$ cat src/include/i2crp_pkg.sv
/*
 * Shared constants and types for the two-wire slave register port.
 * Assumes a 25 MHz system clock and that the register file lives outside this block.
 */
package i2crp_pkg;

   // System clock rate in hertz.
   localparam int unsigned CLK_HZ          = 25_000_000;
   // Bus idle time after which a transaction in progress is abandoned.
   localparam int unsigned TIMEOUT_MS      = 25;
   localparam int unsigned TIMEOUT_CYCLES  = CLK_HZ / 1000 * TIMEOUT_MS;
   localparam int unsigned TIMEOUT_W       = $clog2(TIMEOUT_CYCLES + 1);

   // Upper six bits of the slave address; the address select pin supplies bit 0.
   localparam logic [5:0]  SLAVE_ADDR_HI   = 6'h24;

   // Pointer byte layout and reset value.
   localparam int unsigned PTR_INC_BIT     = 7;
   localparam int unsigned PTR_REG_W       = 5;
   localparam logic [7:0]  PTR_RESET       = 8'h00;

   // Bits per byte and index of the last bit within a byte.
   localparam int unsigned BYTE_BITS       = 8;
   localparam logic [2:0]  LAST_BIT        = 3'h7;

   // Positions of the pins within the input synchroniser vector.
   localparam int unsigned SYNC_W          = 3;
   localparam int unsigned SCL_IDX         = 0;
   localparam int unsigned SDA_IDX         = 1;
   localparam int unsigned ASEL_IDX        = 2;

   typedef enum {
      ST_IDLE,
      ST_RX,
      ST_ACK,
      ST_TX,
      ST_TX_ACK,
      ST_IGNORE
   } i2crp_state_t;

   typedef struct packed {
      logic                 strobe;
      logic [PTR_REG_W-1:0] addr;
      logic [BYTE_BITS-1:0] data;
   } i2crp_wr_t;

endpackage : i2crp_pkg

$ cat src/rtl/i2crp_slave.sv
/*
 * Two-wire bus slave that gives an external master byte access to an internal register file
 * through a register pointer with an auto-increment flag.
 * Assumes the register file outside answers i_reg_rdata combinationally for o_reg_addr, and
 * that the pad logic pulls SDA low while o_sda_oe_n is low and releases it otherwise.
 */
`timescale 1ns/1ps
`default_nettype none

// Functional notes
// - Slave only; clock line is an input and is never driven.
// - Data line is only pulled low or released, never driven high.
// - Eight-bit groups; data changes while clock low, sampled at clock rise.
// - Abandon any transaction when the bus stays idle longer than 25 ms.
// - Data falling with clock high is start; rising with clock high is stop.
// - Start during an active transaction is a repeated start with a new address phase.
// - After start, first byte upper seven bits are address, eighth is direction.
// - Address is 1001000 or 1001001 from the select pin, sampled continuously.
// - Acknowledge matching address and every written byte by pulling data low.
// - Released line during acknowledge is not-acknowledge; no match leaves line released.
// - Accept clock rates up to 100 kHz standard and 400 kHz fast.
// - First written byte loads the pointer; later bytes store at the pointed register.
// - Low five pointer bits select the register for writes and reads.
// - Pointer top bit set advances pointer after each write; clear keeps it.
// - With the flag set the pointer also advances after each byte sent.
// - Pointer is kept between transactions so a plain read repeats the last register.
// - Read drives the pointed register most significant bit first on master clocks.
// - Stop sending and release data on not-acknowledge, start or stop.
module i2crp_slave #(
   parameter int unsigned P_TIMEOUT_CYCLES = i2crp_pkg::TIMEOUT_CYCLES
) (
   input  wire logic                                 i_clock,
   input  wire logic                                 i_rst_n,
   input  wire logic                                 i_scl,
   input  wire logic                                 i_sda,
   input  wire logic                                 i_address_select_pin,
   input  wire logic [i2crp_pkg::BYTE_BITS-1:0]      i_reg_rdata,
   output logic                                      o_sda_o,
   output logic                                      o_sda_oe_n,
   output logic [i2crp_pkg::PTR_REG_W-1:0]           o_reg_addr,
   output var i2crp_pkg::i2crp_wr_t                  o_reg_wr,
   output logic                                      o_reg_rd_pulse,
   output logic                                      o_busy
);

   localparam int unsigned CNT_W = i2crp_pkg::TIMEOUT_W;

   logic [1:0]                            rst_sync_ff;
   logic                                  rst_n;
   logic [i2crp_pkg::SYNC_W-1:0]          pin_meta_ff;
   logic [i2crp_pkg::SYNC_W-1:0]          pin_sync_ff;
   logic                                  scl_prev_ff;
   logic                                  sda_prev_ff;
   logic                                  scl;
   logic                                  sda;
   logic                                  scl_rise;
   logic                                  scl_fall;
   logic                                  start_det;
   logic                                  stop_det;
   logic                                  line_change;
   logic [6:0]                            own_addr;
   logic [CNT_W-1:0]                      idle_cnt_ff;
   logic                                  timeout_hit;
   i2crp_pkg::i2crp_state_t               state_ff;
   logic [2:0]                            bit_cnt_ff;
   logic                                  byte_done_ff;
   logic [i2crp_pkg::BYTE_BITS-1:0]       shift_ff;
   logic [i2crp_pkg::BYTE_BITS-1:0]       tx_ff;
   logic                                  is_addr_ff;
   logic                                  expect_ptr_ff;
   logic                                  go_tx_ff;
   logic                                  acked_ff;
   logic                                  sda_low_ff;
   logic [i2crp_pkg::BYTE_BITS-1:0]       ptr_ff;
   logic [i2crp_pkg::PTR_REG_W-1:0]       nxt_ptr_addr;
   logic                                  bus_abort;
   logic                                  rx_byte_end;
   logic                                  tx_byte_end;
   logic                                  ptr_load;
   logic                                  data_store;
   logic                                  ptr_inc;

   // Reset is applied at once and released through two flops.
   always_ff @(posedge i_clock or negedge i_rst_n) begin
      if (!i_rst_n) begin
         rst_sync_ff <= 2'h0;
      end else begin
         rst_sync_ff <= {rst_sync_ff[0], 1'b1};
      end
   end

   assign rst_n = rst_sync_ff[1];

   // Pins are asynchronous to i_clock; the first stage is read only by the second.
   always_ff @(posedge i_clock or negedge rst_n) begin
      if (!rst_n) begin
         pin_meta_ff <= 3'h3;
         pin_sync_ff <= 3'h3;
         scl_prev_ff <= 1'b1;
         sda_prev_ff <= 1'b1;
      end else begin
         pin_meta_ff <= {i_address_select_pin, i_sda, i_scl};
         pin_sync_ff <= pin_meta_ff;
         scl_prev_ff <= pin_sync_ff[i2crp_pkg::SCL_IDX];
         sda_prev_ff <= pin_sync_ff[i2crp_pkg::SDA_IDX];
      end
   end

   assign scl = pin_sync_ff[i2crp_pkg::SCL_IDX];
   assign sda = pin_sync_ff[i2crp_pkg::SDA_IDX];

   // At 25 MHz a 400 kHz clock gives at least 30 samples per phase, so edges are never missed.
   assign scl_rise    = scl & ~scl_prev_ff;
   assign scl_fall    = ~scl & scl_prev_ff;
   assign start_det   = scl & scl_prev_ff & sda_prev_ff & ~sda;
   assign stop_det    = scl & scl_prev_ff & ~sda_prev_ff & sda;
   assign line_change = (scl ^ scl_prev_ff) | (sda ^ sda_prev_ff);

   // The select pin is re-read on every clock, so a strap change takes effect two clocks later, once through the synchroniser.
   assign own_addr = {i2crp_pkg::SLAVE_ADDR_HI, pin_sync_ff[i2crp_pkg::ASEL_IDX]};

   // Any line activity restarts the idle count; only an open transaction is timed.
   always_ff @(posedge i_clock or negedge rst_n) begin
      if (!rst_n) begin
         idle_cnt_ff <= '0;
      end else if (state_ff == i2crp_pkg::ST_IDLE || line_change || timeout_hit) begin
         idle_cnt_ff <= '0;
      end else begin
         idle_cnt_ff <= idle_cnt_ff + CNT_W'(1);
      end
   end

   assign timeout_hit = (idle_cnt_ff == CNT_W'(P_TIMEOUT_CYCLES - 1));

   assign bus_abort   = start_det | stop_det | timeout_hit;
   assign rx_byte_end = (state_ff == i2crp_pkg::ST_RX) & scl_fall & byte_done_ff & ~bus_abort;
   assign tx_byte_end = (state_ff == i2crp_pkg::ST_TX) & scl_fall & byte_done_ff & ~bus_abort;
   assign ptr_load    = rx_byte_end & ~is_addr_ff & expect_ptr_ff;
   assign data_store  = rx_byte_end & ~is_addr_ff & ~expect_ptr_ff;
   assign ptr_inc     = ptr_ff[i2crp_pkg::PTR_INC_BIT];
   assign nxt_ptr_addr = ptr_ff[i2crp_pkg::PTR_REG_W-1:0] + 5'h01;

   // The pointer survives stop and repeated start; only reset clears it.
   always_ff @(posedge i_clock or negedge rst_n) begin
      if (!rst_n) begin
         ptr_ff <= i2crp_pkg::PTR_RESET;
      end else if (ptr_load) begin
         ptr_ff <= shift_ff;
      end else if ((data_store || tx_byte_end) && ptr_inc) begin
         // Only the register field advances; the flag bit is left as written.
         ptr_ff[i2crp_pkg::PTR_REG_W-1:0] <= nxt_ptr_addr;
      end
   end

   assign o_reg_addr = ptr_ff[i2crp_pkg::PTR_REG_W-1:0];

   // Protocol sequencing, shifting and data line control.
   always_ff @(posedge i_clock or negedge rst_n) begin
      if (!rst_n) begin
         state_ff       <= i2crp_pkg::ST_IDLE;
         bit_cnt_ff     <= 3'h0;
         byte_done_ff   <= 1'b0;
         shift_ff       <= 8'h00;
         tx_ff          <= 8'h00;
         is_addr_ff     <= 1'b0;
         expect_ptr_ff  <= 1'b0;
         go_tx_ff       <= 1'b0;
         acked_ff       <= 1'b0;
         sda_low_ff     <= 1'b0;
         o_reg_wr       <= '0;
         o_reg_rd_pulse <= 1'b0;
      end else begin
         o_reg_wr.strobe <= 1'b0;
         o_reg_rd_pulse  <= 1'b0;
         if (stop_det || timeout_hit) begin
            // Stop or a long idle ends everything and frees the data line.
            state_ff     <= i2crp_pkg::ST_IDLE;
            byte_done_ff <= 1'b0;
            sda_low_ff   <= 1'b0;
         end else if (start_det) begin
            // A start in any state, even mid byte, opens a fresh address phase.
            state_ff     <= i2crp_pkg::ST_RX;
            bit_cnt_ff   <= 3'h0;
            byte_done_ff <= 1'b0;
            is_addr_ff   <= 1'b1;
            sda_low_ff   <= 1'b0;
         end else begin
            case (state_ff)
               i2crp_pkg::ST_IDLE: begin
                  sda_low_ff <= 1'b0;
               end
               i2crp_pkg::ST_RX: begin
                  if (scl_rise) begin
                     shift_ff     <= {shift_ff[6:0], sda};
                     bit_cnt_ff   <= bit_cnt_ff + 3'h1;
                     byte_done_ff <= (bit_cnt_ff == i2crp_pkg::LAST_BIT);
                  end else if (rx_byte_end) begin
                     byte_done_ff <= 1'b0;
                     if (is_addr_ff) begin
                        is_addr_ff <= 1'b0;
                        if (shift_ff[7:1] == own_addr) begin
                           go_tx_ff      <= shift_ff[0];
                           expect_ptr_ff <= ~shift_ff[0];
                           sda_low_ff    <= 1'b1;
                           state_ff      <= i2crp_pkg::ST_ACK;
                        end else begin
                           // Another slave's address: stay off the line until the next start.
                           sda_low_ff <= 1'b0;
                           state_ff   <= i2crp_pkg::ST_IGNORE;
                        end
                     end else begin
                        if (!expect_ptr_ff) begin
                           o_reg_wr.strobe <= 1'b1;
                           o_reg_wr.addr   <= ptr_ff[i2crp_pkg::PTR_REG_W-1:0];
                           o_reg_wr.data   <= shift_ff;
                        end
                        expect_ptr_ff <= 1'b0;
                        go_tx_ff      <= 1'b0;
                        sda_low_ff    <= 1'b1;
                        state_ff      <= i2crp_pkg::ST_ACK;
                     end
                  end
               end
               i2crp_pkg::ST_ACK: begin
                  if (scl_fall) begin
                     bit_cnt_ff <= 3'h0;
                     if (go_tx_ff) begin
                        // First read byte goes out MSB first right after the address acknowledge.
                        tx_ff          <= i_reg_rdata;
                        sda_low_ff     <= ~i_reg_rdata[7];
                        o_reg_rd_pulse <= 1'b1;
                        state_ff       <= i2crp_pkg::ST_TX;
                     end else begin
                        sda_low_ff <= 1'b0;
                        state_ff   <= i2crp_pkg::ST_RX;
                     end
                  end
               end
               i2crp_pkg::ST_TX: begin
                  if (scl_rise) begin
                     bit_cnt_ff   <= bit_cnt_ff + 3'h1;
                     byte_done_ff <= (bit_cnt_ff == i2crp_pkg::LAST_BIT);
                  end else if (tx_byte_end) begin
                     // Release for the master's acknowledge bit.
                     byte_done_ff <= 1'b0;
                     sda_low_ff   <= 1'b0;
                     state_ff     <= i2crp_pkg::ST_TX_ACK;
                  end else if (scl_fall) begin
                     // The next bit changes only while the clock is low.
                     tx_ff      <= {tx_ff[6:0], 1'b0};
                     sda_low_ff <= ~tx_ff[6];
                  end
               end
               i2crp_pkg::ST_TX_ACK: begin
                  if (scl_rise) begin
                     acked_ff <= ~sda;
                  end else if (scl_fall) begin
                     bit_cnt_ff <= 3'h0;
                     if (acked_ff) begin
                        // The pointer has already moved on if the flag is set.
                        tx_ff          <= i_reg_rdata;
                        sda_low_ff     <= ~i_reg_rdata[7];
                        o_reg_rd_pulse <= 1'b1;
                        state_ff       <= i2crp_pkg::ST_TX;
                     end else begin
                        // A not-acknowledge ends the read; the line stays released.
                        sda_low_ff <= 1'b0;
                        state_ff   <= i2crp_pkg::ST_IGNORE;
                     end
                  end
               end
               i2crp_pkg::ST_IGNORE: begin
                  sda_low_ff <= 1'b0;
               end
               default: begin
                  sda_low_ff <= 1'b0;
                  state_ff   <= i2crp_pkg::ST_IDLE;
               end
            endcase
         end
      end
   end

   // The pad can only pull low; a one is sent by releasing the line.
   assign o_sda_o    = 1'b0;
   assign o_sda_oe_n = ~sda_low_ff;
   // There is deliberately no clock output: this end never stretches or drives it.
   assign o_busy     = (state_ff != i2crp_pkg::ST_IDLE);

endmodule : i2crp_slave

`default_nettype wire

$ cat config.mk
export PLATFORM = sky130hd
export DESIGN_NAME = i2crp_slave
export DESIGN_NICKNAME = d
export VERILOG_FILES = /design/src/include/i2crp_pkg.sv /design/src/rtl/i2crp_slave.sv
export SDC_FILE = /design/constraint.sdc
export NUM_CORES = 1
export LEC_CHECK = 0
export BUFFER_PORTS_ARGS = -buffer_cell sky130_fd_sc_hd__buf_2
export CORE_UTILIZATION = 45
export CTS_CLUSTER_SIZE = 12
export DETAILED_ROUTE_END_ITERATION = 10
export HOLD_SLACK_MARGIN = 0.15
export PLACE_DENSITY = 0.69
export SLEW_MARGIN = 20
export SYNTH_ARGS = -nofsm -noshare
export SYNTH_HDL_FRONTEND = slang
export SYNTH_SLANG_ARGS = --single-unit
$ cat constraint.sdc
create_clock -name i_clock -period 2.3 [get_ports i_clock]
set_input_delay 0.345 -clock i_clock [delete_from_list [all_inputs] [get_ports i_clock]]
set_output_delay 0.345 -clock i_clock [all_outputs]
set_load 0.01 [all_outputs]
# [Word level (Yosys, flattened, before mapping)]
# Cells that the tools add are included.
[word_totals] reg_bits=109 latchBits=0 ramBits=0 romBits=0 in_bits=13 output_inout_bits=23 memories=0
[op_classes] addsub=3 mul=0 div_mod_pow=0 order_cmp=0 eq_ne=33 shift=0 muxes=75 n_bitwise=35 n_reduce_logical=26
[op_table] cell="two-way mux 32 bit" n=10
[op_table] cell="case mux 32 bit (5 select lines)" n=1
[op_table] cell="two-way mux 14 bit" n=7
[op_table] cell="equality test 32 x 2 -> 1 bit, second input constant" n=3
[op_table] cell="equality test 32 x 3 -> 1 bit, second input constant" n=3
[op_table] cell="logical NOT 32 bit" n=2
[op_table] cell="two-way mux 7 bit" n=8
[op_table] cell="two-way mux 1 bit" n=34
[op_table] cell="equality test 32 x 1 -> 1 bit, second input constant" n=1
[op_table] cell="nonzero test 32 bit" n=1
[op_table] cell="!= test 4 bit, second input constant" n=7
[op_table] cell="case mux 7 bit (3 select lines)" n=1
[op_table] cell="adder 20 x 1 -> 20 bit, second input constant" n=1
[op_table] cell="equality test 20 bit, second input constant" n=1
[op_table] cell="two-way mux 20 bit" n=1
[op_table] cell="two-way mux 3 bit" n=6
[op_table] cell="bitwise AND 1 bit" n=16
[op_table] cell="!= test 2 bit, second input constant" n=8
[op_table] cell="AND reduction 4 bit" n=4
[op_table] cell="!= test 5 bit, second input constant" n=3
[op_table] cell="NOT 1 bit" n=14
[op_table] cell="AND reduction 7 bit" n=2
[op_table] cell="AND reduction 11 bit" n=1
[op_table] cell="two-way mux 5 bit" n=2
[op_table] cell="other kinds (22)" n=35

# [Logic depth before layout (Yosys ltp)]
[depth] depth_word=13 depth_mapped=8 depth_no_buf=7

# [Least setup slack after synthesis]
# Ideal clock, no wire load.
[synth_timing] path_kind="register to register" start="register scl_prev_ff" end="register o_reg_wr[0] (netlist name)" setup_time_ps=125 arrival_ps=2133 slack_ps=42 stages_incl_launch_ff=8 path_buffers=2 period_less_slack_ps=2258 cell_sequence="dfstp_2 ha_1 nand2_2 or3_4 or3_1 buf_6 buf_6 mux2_4"
[synth_via] elab_chain_cells=8 elab_cells_between_ends=19 classes_between="bitwise (17); reduce/logical (2)"
[synth_lines] element="start, declared" line_no="i2crp_slave.sv:52" rtl="logic scl_prev_ff;"
[synth_lines] element="start signal, assigned" line_no="i2crp_slave.sv:104" rtl="scl_prev_ff <= pin_sync_ff[i2crp_pkg::SCL_IDX];"
[synth_lines] element="bitwise AND 1 bit" line_no="i2crp_slave.sv:115, i2crp_slave.sv:116"
[synth_lines] element="bitwise AND 1 bit, on equally long branches (2 in a row)" line_no="i2crp_slave.sv:115, i2crp_slave.sv:116"
[synth_lines] element="OR 1 bit (2 in a row)" line_no="i2crp_slave.sv:135" rtl="assign bus_abort = start_det | stop_det | timeout_hit;"
[synth_lines] element="NOT 1 bit" line_no="i2crp_slave.sv:136" rtl="assign rx_byte_end = (state_ff == i2crp_pkg::ST_RX) & scl_fall & byte_done_ff & ~bus_abort;"
[synth_lines] element="bitwise AND 1 bit" line_no="i2crp_slave.sv:136"
[synth_lines] element="AND reduction 7 bit (no source line) (*)"
[synth_lines] element="end, declared" line_no="i2crp_slave.sv:41" rtl="output var i2crp_pkg::i2crp_wr_t o_reg_wr,"
# Every way passes the cells marked *; elsewhere a longest branch is shown, timed or not.
# A chain may end at the register's enable or synchronous reset.

# [Worst setup path after layout]
[layout_timing] start="register sda_prev_ff" end="register ptr_ff[0] (netlist name)"
[layout_via] elab_chain_cells=12 elab_cells_between_ends=17 classes_between="mux (1); bitwise (13); reduce/logical (3)"
[layout_lines] element="start, declared" line_no="i2crp_slave.sv:53" rtl="logic sda_prev_ff;"
[layout_lines] element="start signal, assigned" line_no="i2crp_slave.sv:105" rtl="sda_prev_ff <= pin_sync_ff[i2crp_pkg::SDA_IDX];"
[layout_lines] element="NOT 1 bit" line_no="i2crp_slave.sv:116" rtl="assign stop_det = scl & scl_prev_ff & ~sda_prev_ff & sda;"
[layout_lines] element="bitwise AND 1 bit (2 in a row)" line_no="i2crp_slave.sv:116"
[layout_lines] element="OR 1 bit (*) (2 in a row)" line_no="i2crp_slave.sv:135"
[layout_lines] element="NOT 1 bit (*)" line_no="i2crp_slave.sv:136, i2crp_slave.sv:137"
[layout_lines] element="bitwise AND 1 bit" line_no="i2crp_slave.sv:136"
[layout_lines] element="bitwise AND 1 bit" line_no="i2crp_slave.sv:138, i2crp_slave.sv:139"
[layout_lines] element="bitwise AND 1 bit" line_no="i2crp_slave.sv:139" rtl="assign data_store = rx_byte_end & ~is_addr_ff & ~expect_ptr_ff;"
[layout_lines] element="logical OR 1 bit" line_no="i2crp_slave.sv:149" rtl="end else if ((data_store || tx_byte_end) && ptr_inc) begin"
[layout_lines] element="logical AND 1 bit" line_no="i2crp_slave.sv:149"
[layout_lines] element="nonzero test 2 bit (no source line)"
[layout_lines] element="end signal, assigned" line_no="i2crp_slave.sv:146" rtl="ptr_ff <= i2crp_pkg::PTR_RESET;"
[layout_lines] element="end signal, assigned" line_no="i2crp_slave.sv:148" rtl="ptr_ff <= shift_ff;"
[layout_lines] element="end signal, assigned by index" line_no="i2crp_slave.sv:151" rtl="ptr_ff[i2crp_pkg::PTR_REG_W-1:0] <= nxt_ptr_addr;"
[layout_lines] element="end, declared" line_no="i2crp_slave.sv:74" rtl="logic [i2crp_pkg::BYTE_BITS-1:0] ptr_ff;"
# Marked as above.

==> metrics.yaml <==
worst_setup_path:
  path_cells: "xor2_1 -> and2_1 -> or4_1 -> nand2b_1 -> o22a_1"
  worstPathRequired_ps: 2550
  worstPathMaxFanout: 5
  critPathKind: "register to register"
  critical_path_arrival_ps: 2430
  cp-startpoint: "sda_prev_ff"
  r2r-start: "sda_prev_ff"
  setup.worst_path.end_class: "register"
  cpPeakStageDelay_ps: 650
  timing.critical_path.from_type: "register"
  slowest_stage: "sky130_fd_sc_hd__or4_1"
final_layout:
  fillerInstances: 729
  multi_input_area_sq_um: 1860
  area_delta_synth_final_pct: 15.5
  num_antenna_cells: 0
  nNetsFinal: 427
  regArea_sq_um: 1960
  share_of_final_layout_standard_cells_stronger_than_drive_strength_1_pct: 31.6
  stdcell_area_sq_um: 4580
  stdcell_count: 516
pwr:
  switchingPower_mw: 1.16
  vdd_ir_drop_max_v: 0.000547
  p_clk_share_pct: 27.0
  p_leak_nw: 2.15
  pwr-share-comb_pct: 25.6
  power.share.sequential_pct: 47.4
  powerDensity_nw_per_um2: 764
  sw_frac_of_total_pct: 33.0
  internal-power_mw: 2.34
clocking:
  worst_skew_pair_later_pin_latency_ps: 360
  cts_root_buf: "sky130_fd_sc_hd__clkbuf_8"
  cts_setup_buffers: 0
  cts.reportedPaths.clkPinSlew_ps: 90
  cts-htree-levels: 3
  clock_tree.buffer_depth: 2
  cts_sinks: 78
  number_of_gates_given_a_new_drive_strength_after_cts: 0
  tritoncts: "done"
  number_of_buffers_created_by_cts: 9
timing:
  max_slew_violation_count: 0
  final_period_minus_worst_setup_slack_ps: 2180
  fmaxAchievable_mhz: 460
  worst_pin_slew_ps: 495
  hold_viol: 0
  skew_ps: 13.0
  unrepaired_setup_endpoints_after_global_routing: "false"
  tns_ps: 0
  setup_viol: 0
  finalCritPeriodShare_pct: 94.6
  relSlewSlack_pct: 66.7
floorplan:
  row_count: 33
  ioPinCount: 36
  die_area_sq_um: 9190
  fp.coreArea_sq_um: 8380
  starting_density_of_the_core_pct: 47.3
  die_x_um: 95.9
  chipHeight_um: 95.9
route:
  postRouteWirelength_mm: 7.65
  drt_first_iter_violations: 130
  drc: 0
  num_vias: 2820
  wl_per_cell_um: 14.8
  vias_per_cell: 5.47
  drt_pre_antenna_iters: 5
  route.layer.met1.wl_mm: 3.48
  wl_met2_mm: 3.71
  highest-signal-layer: "met4"
  drtAntennaViolNets: 0
  wl_met3_um: 367
min_path:
  min_path_type: "input port to register"
  min-delay-start: "i_reg_rdata[0]"
placement:
  place_inst: 496
  placement.io_buffers: 34
  placement.cell_area_sq_um: 4360
  gp_congestion: 0.925
  dp_hpwl_mm: 5.43
yosys:
  library_cells_used_by_synthesis: 64
  ys.warnings.count: 0
  synthArstFlopShare_pct: 100
  sequential_share_of_the_synthesized_area_pct: 49.4
  leading_cell_type_by_number_of_instances_after_synthesis: "sky130_fd_sc_hd__dfrtp_1"
  yosys_most_used_dff: "sky130_fd_sc_hd__dfrtp_1"
  netlist.top_cell.by_area: "sky130_fd_sc_hd__dfrtp_1"
  syn_std_cell_area_sq_um: 3970
  synth_largest_type_area_fraction_pct: 45.4
  post_synth.cell_area_avg_sq_um: 11.3
  top_cells_by_area_in_the_synthesized_netlist: "sky130_fd_sc_hd__dfrtp_1 (45%), sky130_fd_sc_hd__mux2_2 (8.2%), sky130_fd_sc_hd__dfstp_2 (4.0%)"
  synthesis.nets: 371
  yosys-top-cells-count: "sky130_fd_sc_hd__dfrtp_1 (72), sky130_fd_sc_hd__mux2_2 (29), sky130_fd_sc_hd__nor2_1 (29)"
  netlist_instances: 350
  number_of_synthesized_flops_with_an_enable_pin: 0
  ys_ff_latch: 78
global_route:
  first_global_vias: 2728
  grt_antenna_before_repair: 0
  grt_overflow: 0
  grt_use_total_pct: 18.3
  wire_length_of_the_first_global_routing_pass_mm: 12.8
  grt_start_max_net_pins: 46
outcome:
  outcome: "finished clean"
run:
  drv.max_cap_violation_count: 0
-- per-layer routing --
metal / GRT usage [%] / up-vias
met5: 0 / -
met4: 5.72 / 0
met3: 4.82 / 11
met2: 30.0 / 79
met1: 23.6 / 1371
li1: - / 1359
-- final timing paths --
check	end	slack, ps	cells past startpoint
setup / recovery	ptr_ff[0]	120	5
hold / removal	tx_ff[0]	250	3
setup reg to reg	ptr_ff[0]	120	5
hold reg to reg	idle_cnt_ff[7]	260	0
max in group asynchronous	acked_ff	1460	1
min in group asynchronous	idle_cnt_ff[7]	260	0
-- state kept, by name, summed over array words and instances (netlist names) --
name / count
idle_cnt_ff: 20
o_reg_wr: 14
shift_ff: 8
tx_ff: 7
ptr_ff: 6
bit_cnt_ff: 3
pin_meta_ff: 3
pin_sync_ff: 3
state_ff: 3
rst_sync_ff: 2
acked_ff: 1
byte_done_ff: 1
expect_ptr_ff: 1
go_tx_ff: 1
is_addr_ff: 1
o_reg_rd_pulse: 1
scl_prev_ff: 1
sda_low_ff: 1
sda_prev_ff: 1
-- through the flow --
stage,util (%),power (mW),hold slack [ps],worst slack (ps)
2_1_floorplan,-,2.28,49.4,41.7
3_5_place_dp,52.0,2.57,135,115
6_report,54.6,3.50,248,124
5_1_grt,54.6,3.71,259,17.2
3_3_place_gp,52.0,2.54,132,141
4_1_cts,54.6,3.54,242,102
-- power by group through the flow --
stage               registers [mW]  logic, mW  clock network, mW
floorplan                     1.67      0.616                  0
finish                        1.66      0.897              0.945
global route                  1.68      0.984               1.05
detailed placement            1.69      0.881                  0
CTS                           1.66      0.897              0.986
global placement              1.68      0.860                  0
-- final cells by class --
| type | instances | area share [%] |
|---|---|---|
| Sequential cell | 78 | 42.9 |
| Clock buffer | 9 | 2.70 |
| Multi-Input combinational cell | 244 | 40.5 |
| Inverter | 13 | 1.07 |
| Clock inverter | 7 | 1.23 |
| Timing Repair Buffer | 60 | 8.74 |
| Tap cell | 105 | 2.87 |
-- timing repair --
| action | in CTS | in global routing |
|---|---|---|
| hold buffers | 4 | 0 |
| endpoints found under the setup margin | 0 | 1 |
| hold endpoints to repair | 5 | 0 |
-- logic make-up (layout without fill, tap and decap cells) --
| kind of cell | after synthesis | count (layout) | synth area share, % |
|---|---|---|---|
| other cells | 2 | 2 | 0.189 |
| mux | 44 | 44 | 13.2 |
| flops | 78 | 78 | 49.4 |
| xor+xnor | 19 | 19 | 4.20 |
| simple gates | 122 | 122 | 17.6 |
| buf+inv | 28 | 89 | 3.79 |
| compound gates | 49 | 49 | 9.03 |
| fa+ha+maj | 8 | 8 | 2.52 |
-- placed cells by master, fill, tap and decap left out, types with 2 or more instances in the layout --
| cell | n |
|---|---|
| sky130_fd_sc_hd__buf_4 | 20 |
| sky130_fd_sc_hd__a31oi_1 | 2 |
| sky130_fd_sc_hd__inv_6 | 3 |
| sky130_fd_sc_hd__or3_1 | 4 |
| sky130_fd_sc_hd__xnor2_1 | 6 |
| sky130_fd_sc_hd__o31ai_1 | 4 |
| sky130_fd_sc_hd__nand3_1 | 13 |
| sky130_fd_sc_hd__inv_1 | 13 |
| sky130_fd_sc_hd__o21ai_1 | 2 |
| sky130_fd_sc_hd__nand4_1 | 6 |
| sky130_fd_sc_hd__nor4_1 | 3 |
| sky130_fd_sc_hd__ha_1 | 8 |
| sky130_fd_sc_hd__and2_1 | 4 |
| sky130_fd_sc_hd__nand2_2 | 2 |
| sky130_fd_sc_hd__and3_1 | 4 |
| sky130_fd_sc_hd__dlygate4sd3_1 | 4 |
| sky130_fd_sc_hd__mux2i_1 | 4 |
| sky130_fd_sc_hd__buf_2 | 34 |
| sky130_fd_sc_hd__conb_1 | 2 |
| sky130_fd_sc_hd__clkinv_4 | 2 |
| sky130_fd_sc_hd__o21ai_0 | 9 |
| sky130_fd_sc_hd__a21oi_1 | 15 |
| sky130_fd_sc_hd__mux2_4 | 9 |
| sky130_fd_sc_hd__nor2b_1 | 5 |
| sky130_fd_sc_hd__nand3b_1 | 5 |
| sky130_fd_sc_hd__nor2_1 | 29 |
| sky130_fd_sc_hd__mux2_1 | 2 |
| sky130_fd_sc_hd__a41oi_1 | 2 |
| sky130_fd_sc_hd__nor3_2 | 2 |
| sky130_fd_sc_hd__xor2_1 | 13 |
| sky130_fd_sc_hd__clkbuf_8 | 9 |
| sky130_fd_sc_hd__mux2_2 | 29 |
| sky130_fd_sc_hd__nor3_1 | 4 |
| sky130_fd_sc_hd__buf_12 | 2 |
| sky130_fd_sc_hd__dfrtp_1 | 71 |
| sky130_fd_sc_hd__nand2_1 | 21 |
| sky130_fd_sc_hd__dfstp_2 | 6 |
| sky130_fd_sc_hd__and4_1 | 3 |
| sky130_fd_sc_hd__nand2b_1 | 5 |
-- critical path, delay by kind of cell, from the launching register on --
kind | cells | cell delay (ps)
XOR/XNOR | 1 | 160
AND/OR/NAND/NOR | 3 | 1170
flip-flops | 1 | 560
AO/OA/AOI/OAI | 1 | 190
Note: power is estimated with default switching activity, not from simulation.
